==> config.mk <==
export PLATFORM = sky130hd
export DESIGN_NAME = burst_read_query_table
export DESIGN_NICKNAME = d
export VERILOG_FILES = /design/src/verilog/burst_read_query_table_pkg.sv /design/src/verilog/burst_read_query_table.sv
export VERILOG_INCLUDE_DIRS = /design/src /design/src/verilog
export SDC_FILE = /design/constraint.sdc
export NUM_CORES = 1
export LEC_CHECK = 0
export ABC_CLOCK_PERIOD_IN_PS = 1700
export BUFFER_PORTS_ARGS = -buffer_cell sky130_fd_sc_hd__buf_2
export CAP_MARGIN = 15
export CELL_PAD_IN_SITES_DETAIL_PLACEMENT = 1
export CELL_PAD_IN_SITES_GLOBAL_PLACEMENT = 1
export CORE_MARGIN = 5
export CORE_UTILIZATION = 19
export CTS_BUF_LIST = sky130_fd_sc_hd__clkbuf_8
export CTS_CLUSTER_DIAMETER = 40
export DETAILED_ROUTE_END_ITERATION = 16
export PLACE_DENSITY = 0.91
export SYNTH_ARGS = -nofsm -noshare
export SYNTH_HDL_FRONTEND = slang
export SYNTH_SLANG_ARGS = --single-unit
==> constraint.sdc <==
create_clock -name clock_i -period 1.7 [get_ports clock_i]
set_input_delay 0.34 -clock clock_i [delete_from_list [all_inputs] [get_ports clock_i]]
set_output_delay 0.34 -clock clock_i [all_outputs]
set_load 0.05 [all_outputs]
==> src/verilog/burst_read_query_table_defines.svh <==
// constants for the burst read query table: offsets, codes and reset values
//
// Overview of operation
// - page size exponent 03 at 0x127, 8-byte page
// - page exponent zero means no page buffer
// - 0x128 reports four synchronous entries; zero means none
// - entry bits 0-2 burst code, 3-7 reserved
// - entry code 07h means continuous linear bursting
// - entries 0x129-0x12C read 01, 02, 03, 07
// - 0x12D reports partition regions; zero means single
// - nonzero count gives number of partition regions
// - reserved and undefined bits read as zero
`ifndef BURST_READ_QUERY_TABLE_DEFINES_SVH
`define BURST_READ_QUERY_TABLE_DEFINES_SVH

// query location indices, byte address is four times the index
`define PAGE_SIZE_IDX 10'h127
`define ENTRY_COUNT_IDX 10'h128
`define ENTRY_ONE_IDX 10'h129
`define ENTRY_TWO_IDX 10'h12a
`define ENTRY_THREE_IDX 10'h12b
`define ENTRY_FOUR_IDX 10'h12c
`define PART_COUNT_IDX 10'h12d
`define QUERY_CTRL_IDX 10'h130

// constant contents of the table
`define PAGE_SIZE_CODE 8'h03
`define ENTRY_COUNT_CODE 8'h04
`define ENTRY_ONE_CODE 8'h01
`define ENTRY_TWO_CODE 8'h02
`define ENTRY_THREE_CODE 8'h03
`define ENTRY_FOUR_CODE 8'h07
`define PART_COUNT_CODE 8'h01
`define BURST_CONTINUOUS 3'h7

// field layout
`define BURST_CODE_MASK 8'h07
`define QUERY_EN_BIT 0
`define QUERY_EN_RESET 1'b1
`define PRDATA_RESET 32'h0000_0000
`define PSLVERR_RESET 1'b0

`endif

==> src/verilog/burst_read_query_table_pkg.sv <==
// types shared by the burst read query table
`default_nettype none
package burst_read_query_table_pkg;

  // apb request from the master
  typedef struct packed {
    logic psel;
    logic penable;
    logic pwrite;
    logic [11:0] paddr;
    logic [31:0] pwdata;
    logic [3:0] pstrb;
  } apb_req_s;

  // apb answer to the master
  typedef struct packed {
    logic [31:0] prdata;
    logic pready;
    logic pslverr;
  } apb_rsp_s;

  // whole state of the table
  typedef struct packed {
    logic [31:0] prdata;
    logic pslverr;
    logic query_en;
  } state_s;

endpackage
`default_nettype wire
==> src/verilog/burst_read_query_table.sv <==
// apb slave presenting the burst read and partition query locations
//
// Register access over APB is this design's own decision.
`timescale 1ns/1ns
`default_nettype none
`include "burst_read_query_table_defines.svh"
module burst_read_query_table #(
  parameter logic [7:0] PAGE_EXP = `PAGE_SIZE_CODE,
  parameter logic [7:0] PART_REGIONS = `PART_COUNT_CODE
) (
  // clock and reset
  input wire logic clock_i,
  input wire logic rst_i,
  // apb slave port
  input wire burst_read_query_table_pkg::apb_req_s apb_req_i,
  output var burst_read_query_table_pkg::apb_rsp_s apb_rsp_o,
  // query space visible to the flash read path
  output logic query_en_o
);

  localparam int ENTRIES = 4;

  // burst entry codes, index 0 is the first entry
  localparam logic [7:0] ENTRY_CODE [ENTRIES] = '{
    `ENTRY_ONE_CODE, `ENTRY_TWO_CODE, `ENTRY_THREE_CODE, `ENTRY_FOUR_CODE
  };

  // elaboration check: a page exponent beyond 31 cannot describe a buffer
  if (PAGE_EXP > 8'h1f) begin : g_bad_page
    $error("page size exponent out of range");
  end

  // elaboration check: the entry table must match the advertised count
  if (8'(ENTRIES) != `ENTRY_COUNT_CODE) begin : g_bad_count
    $error("entry table does not match the entry count");
  end

  burst_read_query_table_pkg::state_s state_reg;
  burst_read_query_table_pkg::state_s state_next;

  logic setup;
  logic access;
  logic aligned;
  logic [9:0] index;
  logic [ENTRIES-1:0] entry_hit;
  logic [7:0] entry_byte [ENTRIES];
  logic [7:0] entry_data;
  logic table_hit;
  logic [7:0] table_byte;

  // phase decode of the apb transfer
  assign setup = apb_req_i.psel && !apb_req_i.penable;
  assign access = apb_req_i.psel && apb_req_i.penable;
  assign aligned = apb_req_i.paddr[1:0] == 2'b00;
  assign index = apb_req_i.paddr[11:2];

  // one decoder per synchronous configuration entry
  for (genvar k = 0; k < ENTRIES; k++) begin : g_entry
    assign entry_hit[k] = index == (`ENTRY_ONE_IDX + 10'(k));
    // reserved bits 3-7 forced to zero
    assign entry_byte[k] = entry_hit[k] ?
      (ENTRY_CODE[k] & `BURST_CODE_MASK) : 8'h00;
  end

  // entries never overlap, so an or merges them
  assign entry_data = entry_byte[0] | entry_byte[1] |
                      entry_byte[2] | entry_byte[3];

  // table lookup of the query byte for the addressed location
  always_comb begin
    table_hit = 1'b1;
    table_byte = 8'h00;
    case (index)
      `PAGE_SIZE_IDX: table_byte = PAGE_EXP;
      `ENTRY_COUNT_IDX: table_byte = 8'(ENTRIES);
      `ENTRY_ONE_IDX,
      `ENTRY_TWO_IDX,
      `ENTRY_THREE_IDX,
      `ENTRY_FOUR_IDX: table_byte = entry_data;
      `PART_COUNT_IDX: table_byte = PART_REGIONS;
      default: table_hit = 1'b0;
    endcase
  end

  // next state: read data and error captured in setup, writes in access
  always_comb begin
    state_next = state_reg;
    if (setup) begin
      state_next.prdata = 32'h0000_0000;
      state_next.pslverr = 1'b0;
      if (!aligned) begin
        state_next.pslverr = 1'b1;
      end else if (index == `QUERY_CTRL_IDX) begin
        state_next.prdata[`QUERY_EN_BIT] = state_reg.query_en;
      end else if (table_hit && !apb_req_i.pwrite) begin
        // hidden outside query mode, upper bytes always zero
        if (state_reg.query_en) begin
          state_next.prdata = {24'h00_0000, table_byte};
        end
      end else begin
        // unmapped address or write to a read-only location
        state_next.pslverr = 1'b1;
      end
    end
    if (access && apb_req_i.pwrite && !state_reg.pslverr &&
        index == `QUERY_CTRL_IDX && apb_req_i.pstrb[0]) begin
      state_next.query_en = apb_req_i.pwdata[`QUERY_EN_BIT];
    end
  end

  // state register
  always_ff @(posedge clock_i) begin
    if (rst_i) begin
      state_reg <= '{prdata: `PRDATA_RESET, pslverr: `PSLVERR_RESET,
                     query_en: `QUERY_EN_RESET};
    end else begin
      state_reg <= state_next;
    end
  end

  // zero wait state answer
  assign apb_rsp_o = '{prdata: state_reg.prdata,
                       pready: 1'b1,
                       pslverr: state_reg.pslverr};
  assign query_en_o = state_reg.query_en;

  logic q_read;
  assign q_read = setup && !apb_req_i.pwrite && aligned && state_reg.query_en;
endmodule // burst_read_query_table
`default_nettype wire

==> metrics.yaml, run 1 <==
status: "finished, final reports clean"
clock_path_buffers: 2
crit_type: "input port to flop"
leakagePower_nw: 0.3818
power.density_mw_per_mm2: 726.9
rsz0062_at_grt: "no"
die_w_um: 68.18
cts_tree: "built"
grt_antenna_before_repair: 0
wl_per_cell_um: 10.62
seq_area_um2: 100.1
insertion_delay_ps: 220
mostFrequentLayoutCell: "conb_1"
crit_slowest_cell: "or3b_4"
synth-seq-cells: 5
post-cts-setup-buffers: 0
grt_remaining_overflow: 0
grt_max_degree: 11
synth_seq_area_share_pct: 15.56
fmax_mhz: 703.9
slew_violations: 0
avgSynthCellArea_um2: 7.843
synth_simple_gate_area_share_pct: 31.13
grt_usage_pct: 7.119
hold_violations: 0
gp_congestion: 0.7719
final.min_clock_period_ps: 1421
period_share_pct: 83.57
cap_violations: 0
viasPerCell: 3.769
area_growth_pct: 19.26
critPathArrivalTime_ps: 1530
cp-start-kind: "input port"
fin_skew_ps: 1.453
cts_made_buffers: 3
final_nets: 164
cts_resized: 0
initial_utilization_pct: 19.43
num_vias: 588
synth_mux_area_share_pct: 0
ys_types: 32
drt_iter0_drc: 1
layout-drive-gt1-share_pct: 34.55
syn-cell-area_um2: 643.1
antenna_cells: 0
die_h_um: 68.18
synth-compound-area-share_pct: 15.37
crit_chain: "buf_2 -> or3b_4 -> nor4_4 -> a21boi_1 -> a311o_1"
clockRootBuffer: "clkbuf_8"
cp_max_fo: 2
required_ps: 1810
multiInputGateArea_um2: 411.6
final.setup.tns_ps: 0
pin_count: 88
numClockSinks: 5
cp_slowest_stage_delay_ps: 410
core_mm2: 0.003311
power.total_mw: 0.5575
n_fill_cell: 448
cts_max_level: 1
clk_pin_slew_ps: 30
finalSetupViolCount: 0
grt_pass1_vias: 609
yosys_warnings: 0
synth_top_family_by_area: "buffers and inverters"
layout_common_cells: "conb_1, buf_2, dfxtp_1"
critPathCaptureType: "flop"
cts_hold_buf: 0
grt_pass1_wl_mm: 2.449
firstDrtPassIters: 2
finalWirelength_mm: 1.657
netlist_instances: 82
hp-class: "input port to flop"
fin_ws_ps: 279.3
place_ws_ps: 34.11
peakVddDrop_v: 0.0003698
dpl.hpwl_mm: 1.475
synth-xor-area-share_pct: 0
core.rowCount: 21
io_buffers: 23
die-area_mm2: 0.004649
synthAdderAreaFrac_pct: 0
ant_nets: 0
drc: 0
critical path, delay by kind of cell:
| family | cells | cell delay, ps |
|---|---|---|
| simple gates | 2 | 670 |
| compound gates | 2 | 410 |
| buf+inv | 1 | 110 |
cell type report:
type	instances	share of cell area, %
Inverter	2	0.9788
Clock buffer	3	5.383
Tap cell	46	7.504
Multi-Input combinational cell	72	53.67
Clock inverter	1	0.4894
Timing Repair Buffer	27	18.92
Sequential cell	5	13.05
power breakdown:
part           internal, mW  leakage (nW)  switching (mW)
Combinational        0.0387         0.314           0.184
Clock                 0.155        0.0269          0.0583
Sequential            0.120        0.0405         0.00181
registers in the layout, indices dropped and copies added (netlist names):
| register | count |
|---|---|
| apb_rsp_o | 4 |
| query_en_o | 1 |
stage by stage:
| step | hold WS (ps) | instance area, µm² | std cells | utilization [%] |
|---|---|---|---|---|
| 2_1_floorplan | 409.1 | 748.2 | 110 | - |
| 3_3_place_gp | 443.3 | 721.9 | 152 | 21.81 |
| 3_5_place_dp | 452.9 | 721.9 | 152 | 21.81 |
| 4_1_cts | 322.3 | 767.0 | 156 | 23.17 |
| 5_1_grt | 354.5 | 767.0 | 156 | 23.17 |
| 6_report | 326.3 | 767.0 | 156 | 23.17 |
cell usage after synthesis:
master | count | area share, %
buf_4 | 30 | 35
dfxtp_1 | 5 | 16
nor2_1 | 4 | 2.3
and3b_2 | 3 | 4.7
nand2_1 | 3 | 1.8
o21ai_0 | 3 | 2.3
a21oi_1 | 2 | 1.6
and3_1 | 2 | 1.9
conb_1 | 2 | 1.2
inv_1 | 2 | 1.2
nand2b_1 | 2 | 1.9
nand3_1 | 2 | 1.6
nand4_1 | 2 | 1.9
nor4b_1 | 2 | 2.7
a211o_1 | 1 | 1.4
a21boi_0 | 1 | 1.2
a21boi_1 | 1 | 1.2
a21o_1 | 1 | 1.2
a311o_1 | 1 | 1.6
and2b_2 | 1 | 1.4
and4b_2 | 1 | 1.8
buf_1 | 1 | 0.58
nor2b_1 | 1 | 0.97
nor3b_1 | 1 | 1.2
nor4_4 | 1 | 3.3
o2111ai_1 | 1 | 1.4
o211ai_1 | 1 | 1.2
o21bai_1 | 1 | 1.2
o31a_1 | 1 | 1.4
or2_2 | 1 | 0.97
or3_1 | 1 | 0.97
or3b_4 | 1 | 1.8
metal layers:
layer  vias to the layer above  global-route usage (%)  wire (µm)
met5                         -                       0          0
met4                         0                   5.211         40
met3                         4                   1.314        134
met2                        32                   13.00        845
met1                       270                   7.108        636
li1                        282                       -          -
cells by family after synthesis:
logic type             count (synthesis)
AO/OA/AOI/OAI                         14
other                                  2
buffers and inverters                 33
flip-flops                             5
AND/OR/NAND/NOR                       28
path summary, 6_finish.rpt:
check                 from      endpoint  slack [ps]  depth (start not counted)
max          apb_req_i[40]    query_en_o         280                          5
min                  rst_i  apb_rsp_o[3]         330                          2
max reg2reg   apb_rsp_o[0]    query_en_o         530                          3
min reg2reg   apb_rsp_o[3]  apb_rsp_o[3]         450                          2
Power figures use the tool's default switching activity.
==> inputs of run 2 (changes only) <==
--- a/config.mk
+++ b/config.mk
@@ -6,17 +6,18 @@
 export SDC_FILE = /design/constraint.sdc
 export NUM_CORES = 1
 export LEC_CHECK = 0
-export ABC_CLOCK_PERIOD_IN_PS = 1700
+export ABC_AREA = 1
+export ABC_CLOCK_PERIOD_IN_PS = 1200
 export BUFFER_PORTS_ARGS = -buffer_cell sky130_fd_sc_hd__buf_2
 export CAP_MARGIN = 15
 export CELL_PAD_IN_SITES_DETAIL_PLACEMENT = 1
 export CELL_PAD_IN_SITES_GLOBAL_PLACEMENT = 1
 export CORE_MARGIN = 5
-export CORE_UTILIZATION = 19
+export CORE_UTILIZATION = 17
 export CTS_BUF_LIST = sky130_fd_sc_hd__clkbuf_8
 export CTS_CLUSTER_DIAMETER = 40
 export DETAILED_ROUTE_END_ITERATION = 16
-export PLACE_DENSITY = 0.91
+export PLACE_DENSITY = 0.85
 export SYNTH_ARGS = -nofsm -noshare
 export SYNTH_HDL_FRONTEND = slang
 export SYNTH_SLANG_ARGS = --single-unit
==> constraint.sdc (replaced) <==
create_clock -name clock_i -period 1.2 [get_ports clock_i]
set_input_delay 0.24 -clock clock_i [delete_from_list [all_inputs] [get_ports clock_i]]
set_output_delay 0.24 -clock clock_i [all_outputs]
set_load 0.05 [all_outputs]
==> metrics.yaml, run 2 <==
cts_resized: 0  # unchanged
drc: 0  # unchanged
initial_utilization_pct: 17.70  # -1.7 points
power.density_mw_per_mm2: 933.1  # +28%
gp_congestion: 0.7837  # +1.5%
num_vias: 700  # +19%
cp-start-kind: "input port"
clock_path_buffers: 2  # unchanged
path_delay_family: "simple AND/OR/NAND/NOR gates"
layout-drive-gt1-share_pct: 30.34  # -4.2 points
cp_max_fo: 3  # +1
crit_type: "input port to flop"
core_mm2: 0.004029  # +22%
post_dp_cell_area_um2: 800.8  # +11%
drt_iter0_drc: 16  # +15
post-cts-setup-buffers: 0  # unchanged
finalSetupViolCount: 0  # unchanged
core.rowCount: 23  # +9.5%
viasPerCell: 3.590  # -4.8%
avgSynthCellArea_um2: 6.148  # -22%
grt_pass1_vias: 695  # +14%
critPathArrivalTime_ps: 1250  # -280 ps
dpl.hpwl_mm: 1.681  # +14%
layout_common_cells: "conb_1, buf_2, nand2_1"
required_ps: 1350  # -460 ps
hp-class: "input port to flop"
wl_per_cell_um: 9.159  # -14%
clockRootBuffer: "clkbuf_8"
pin_count: 88  # unchanged
die_h_um: 74.77  # +9.7%
final.min_clock_period_ps: 1094
yosysMostFrequentCell: "buf_4"
cts_max_level: 1  # unchanged
cts_hold_buf: 0  # unchanged
netlist_instances: 116  # +41%
ys_types: 19  # -41%
insertion_delay_ps: 220  # about the same
async_reset_ff_share_pct: 0  # unchanged
die-area_mm2: 0.005591  # +20%
synth.top_cell.area_share_pct: 31.58  # -3.4 points
grt_pass1_wl_mm: 2.822  # +15%
grt_antenna_before_repair: 0  # unchanged
clk_pin_slew_ps: 40  # about the same
cp_slowest_stage_delay_ps: 160  # -250 ps
cts_tree: "built"
status: "finished, final reports clean"
firstDrtPassIters: 2  # unchanged
die_w_um: 74.77  # +9.7%
crit_chain: "buf_2 -> inv_1 -> nand2_2 -> nor2_2 -> nand3_1 -> nand2_1 -> inv_1 -> nand3_2 -> nand4_1 -> a21oi_1"
grt_usage_pct: 6.403  # -0.72 points
cts_made_buffers: 3  # unchanged
final_nets: 199  # +21%
power.total_mw: 0.7892  # +42%
rsz0062_at_grt: "no"
yosys.area.top_type: "buf_4"
slew_violations: 0  # unchanged
area_growth_pct: 18.60
largest_reg_flops: 4  # unchanged
yosys_warnings: 0  # unchanged
netlist_top_cells_count: "buf_4, nand2_1, inv_1"
synth_seq_area_share_pct: 14.04  # -1.5 points
cap_violations: 0  # unchanged
synth-main-ff-cell: "dfxtp_1"
path_buf_inv: 3  # +2
ant_nets: 0  # unchanged
synth_edf_count: 0  # unchanged
fmax_mhz: 913.9
grt_remaining_overflow: 0  # unchanged
peakVddDrop_v: 0.0003285  # -11%
leakagePower_nw: 0.4985  # +31%
synth_area_leaders: "buf_4, dfxtp_1, nand2_1"
mostFrequentLayoutCell: "conb_1"
period_share_pct: 91.18
fin_skew_ps: 2.546  # +1.092 ps
crit_slowest_cell: "nor2_2"
io_buffers: 23  # unchanged
finalWirelength_mm: 1.786  # +7.8%
critPathCaptureType: "flop"
grt_max_degree: 6  # -5
antenna_cells: 0  # unchanged
synth-seq-cells: 5  # unchanged
cpMostUsedCell: "inv_1"
syn-cell-area_um2: 713.2  # +11%
fin_area_um2: 845.8  # +10%
hold_violations: 0  # unchanged
numClockSinks: 5  # unchanged
==> run 2: worst register-to-register path, delay by kind of cell (launching register included) <==
kind | cells | cell delay, ps
DFF | 1 | 350
and+or+nand+nor | 3 | 400
AOI/OAI and AO/OA | 1 | 140
==> run 2: final cells by class <==
| class | instances | area [µm²] |
|---|---|---|
| clock buffers | 3 | 41.29 |
| flip-flops and latches | 5 | 100.1 |
| fillers | 553 | 3183 |
| inverters | 16 | 60.06 |
| well taps | 50 | 62.56 |
| clock inverters | 1 | 3.754 |
| multi-input cells | 93 | 432.9 |
| repair buffers | 27 | 145.1 |
==> run 2: through the flow <==
stage	setup slack [ps]	setup TNS (ps)	utilization (%)	hold slack (ps)	cells
CTS	94.83	0	20.99	223.6	195
floorplan	37.77	0	-	309.1	144
global placement	-62.31	-159.6	19.88	449.3	191
global route	8.088	0	20.99	225.8	195
finish	105.8	0	20.99	231.0	195
detailed placement	-135.3	-396.3	19.88	451.9	191
==> run 2: cell families (layout without fill, tap and decap cells) <==
kind of cell	after synthesis	after routing	synth area share [%]
DFF	5	5	14.04
buffers and inverters	46	47	40.00
and+or+nand+nor	56	56	39.65
other	2	30	1.053
AOI/OAI and AO/OA	7	7	5.262
==> run 2: path summary, 6_finish.rpt <==
kind	from	endpoint	slack [ps]	cells past startpoint
worst max-delay path	apb_req_i[47]	apb_rsp_o[4]	110	10
worst min-delay path	rst_i	apb_rsp_o[4]	230	2
worst max register to register	query_en_o	apb_rsp_o[4]	250	4
worst min register to register	apb_rsp_o[3]	apb_rsp_o[3]	460	2
==> run 2: power by group <==
group | switching (mW) | internal, mW
registers | 0.00146 | 0.170
clock network | 0.0801 | 0.219
logic | 0.273 | 0.0461
total | 0.355 | 0.435
==> run 2: metal layers <==
metal	GRT usage (%)	routed length, µm	part of all wire, %	up-vias
li1	-	-	-	359
met1	7.114	658	37	318
met2	11.41	1006	56	23
met3	2.403	122	6.8	0
met4	1.779	0	0	0
met5	0	0	0	-
==> inputs of run 3 (changes only) <==
--- a/config.mk
+++ b/config.mk
@@ -7,17 +7,17 @@
 export NUM_CORES = 1
 export LEC_CHECK = 0
 export ABC_AREA = 1
-export ABC_CLOCK_PERIOD_IN_PS = 1200
+export ABC_CLOCK_PERIOD_IN_PS = 1100
 export BUFFER_PORTS_ARGS = -buffer_cell sky130_fd_sc_hd__buf_2
 export CAP_MARGIN = 15
 export CELL_PAD_IN_SITES_DETAIL_PLACEMENT = 1
 export CELL_PAD_IN_SITES_GLOBAL_PLACEMENT = 1
 export CORE_MARGIN = 5
-export CORE_UTILIZATION = 17
+export CORE_UTILIZATION = 19
 export CTS_BUF_LIST = sky130_fd_sc_hd__clkbuf_8
 export CTS_CLUSTER_DIAMETER = 40
 export DETAILED_ROUTE_END_ITERATION = 16
-export PLACE_DENSITY = 0.85
+export PLACE_DENSITY = 0.9
 export SYNTH_ARGS = -nofsm -noshare
 export SYNTH_HDL_FRONTEND = slang
 export SYNTH_SLANG_ARGS = --single-unit
==> constraint.sdc (replaced) <==
create_clock -name clock_i -period 1.1 [get_ports clock_i]
set_input_delay 0.22 -clock clock_i [delete_from_list [all_inputs] [get_ports clock_i]]
set_output_delay 0.22 -clock clock_i [all_outputs]
set_load 0.05 [all_outputs]
==> metrics.yaml, run 3 (synthesis results as in run 2) <==
layout-drive-gt1-share_pct: 48.32  # +18 points
worstHoldPathCells: 2  # unchanged
layout_common_cells: "conb_1, buf_2, nand2_1"
antenna_cells: 0  # unchanged
gp_congestion: 0.8240  # +5.1%
fmax_mhz: 927.0
grt_max_degree: 6  # unchanged
die_w_um: 71.27  # -4.7%
critPathCaptureType: "flop"
cp-start-kind: "input port"
cts_tree: "built"
status: "finished, final reports clean"
seq_area_um2: 101.3  # +1.2%
required_ps: 1250  # -100 ps
die_h_um: 71.27  # -4.7%
dpl.hpwl_mm: 1.596  # -5.1%
clock_path_buffers: 2  # unchanged
leakagePower_nw: 0.5404  # +8.4%
insertion_delay_ps: 220  # about the same
multiInputGateArea_um2: 514.2  # +19%
fin_skew_ps: 4.161  # +1.615 ps
drt_iter0_drc: 8  # -8
clk_pin_slew_ps: 40  # about the same
final.min_clock_period_ps: 1079
cts_hold_buf: 0  # unchanged
finalSetupViolCount: 0  # unchanged
num_vias: 732  # +4.6%
grt_pass1_vias: 757  # +8.9%
whs_ps: 219.5  # -11.54 ps
numClockSinks: 5  # unchanged
period_share_pct: 98.07
grt_usage_pct: 7.287  # +0.88 points
drc: 0  # unchanged
slew_violations: 0  # unchanged
grt_antenna_before_repair: 0  # unchanged
clockRootBuffer: "clkbuf_8"
cap_violations: 0  # unchanged
mostFrequentLayoutCell: "conb_1"
initial_utilization_pct: 19.48  # +1.8 points
ant_nets: 0  # unchanged
pin_count: 88  # unchanged
final.setup.tns_ps: 0  # unchanged
firstDrtPassIters: 5  # +3
area_growth_pct: 38.60
critPathArrivalTime_ps: 1230  # -20 ps
core_mm2: 0.003661  # -9.1%
wl_per_cell_um: 9.959  # +8.7%
grt_remaining_overflow: 0  # unchanged
ff2ff_path_depth: 4  # unchanged
power.density_mw_per_mm2: 920.9  # -1.3%
die-area_mm2: 0.005079  # -9.2%
r2r-start: "apb_rsp_o[0]"
hp-class: "input port to flop"
finalWirelength_mm: 1.962  # +9.9%
holdPathEnd: "apb_rsp_o[2]"
cts_made_buffers: 3  # unchanged
peakVddDrop_v: 0.0003170  # -3.5%
crit_type: "input port to flop"
viasPerCell: 3.716  # +3.5%
r2r_slack_ps: 210  # -40 ps
largest_reg_flops: 4  # unchanged
core.rowCount: 22  # -4.3%
n_fill_cell: 474  # -14%
cp_max_fo: 5  # +2
r2r-end: "query_en_o"
final_nets: 203  # +2.0%
io_buffers: 23  # unchanged
cts_max_level: 1  # unchanged
grt_pass1_wl_mm: 3.111  # +10%
worstHoldStart: "rst_i"
rsz0062_at_grt: "yes"
hold_violations: 0  # unchanged
[run 3: routing by layer]
layer  global-route usage (%)  share of wire (%)  vias to the layer above
met1                    8.256                 38                      339
met3                    2.104                6.1                        2
li1                         -                  -                      365
met5                        0                  0                        -
met2                    13.27                 55                       26
met4                    1.879               0.87                        0
[run 3: how the worst max path moves through the flow]
stage | end | from | cells past startpoint | slack [ps]
floorplan | query_en_o | apb_rsp_o[0] | 3 | 60
global placement | apb_rsp_o[2] | apb_req_i[47] | 10 | -140
detailed placement | apb_rsp_o[4] | apb_req_i[47] | 10 | -210
CTS | apb_rsp_o[4] | apb_req_i[45] | 10 | 10
global route | apb_rsp_o[4] | apb_req_i[50] | 9 | -60
finish | apb_rsp_o[4] | apb_req_i[44] | 9 | 20
[run 3: worst max-delay path, cell delays in order]
cell	delay [ps]
buf_6	90
inv_2	60
nand2_4	50
nor2_4	200
nand2_2	100
and2_4	170
nand3_2	70
nand4_1	100
a21oi_2	160
[run 3: power by group]
part / switching (mW) / total [mW] / internal, mW
Combinational: 0.318 / 0.390 / 0.0716
Clock: 0.0935 / 0.333 / 0.240
Sequential: 0.00245 / 0.187 / 0.185
Total: 0.414 / 0.910 / 0.496
[run 3: final cells by class]
type | instances | area share, %
timing repair buffer | 31 | 20.76
multi-input combinational | 93 | 52.03
sequential | 5 | 10.25
tap | 48 | 6.076
clock buffer | 3 | 4.177
inverter | 16 | 6.329
clock inverter | 1 | 0.3797
[run 3: metrics by stage]
stage	cells	area [µm²]	util [%]	setup slack [ps]	power [mW]
after global routing	197	988.4	27.00	-57.93	0.9520
after CTS	194	857.1	23.41	11.38	0.8736
after detailed placement	190	807.0	22.04	-213.0	0.5350
final	197	988.4	27.00	21.20	0.9103
after global placement	190	807.0	22.04	-138.4	0.5311
after floorplan	144	819.5	-	55.44	0.5520
[run 3: what timing repair did]
item	in CTS	in global routing
buffers inserted	0	3
gates resized for setup	1	35
pin swaps	0	17
endpoints found under the setup margin	1	4
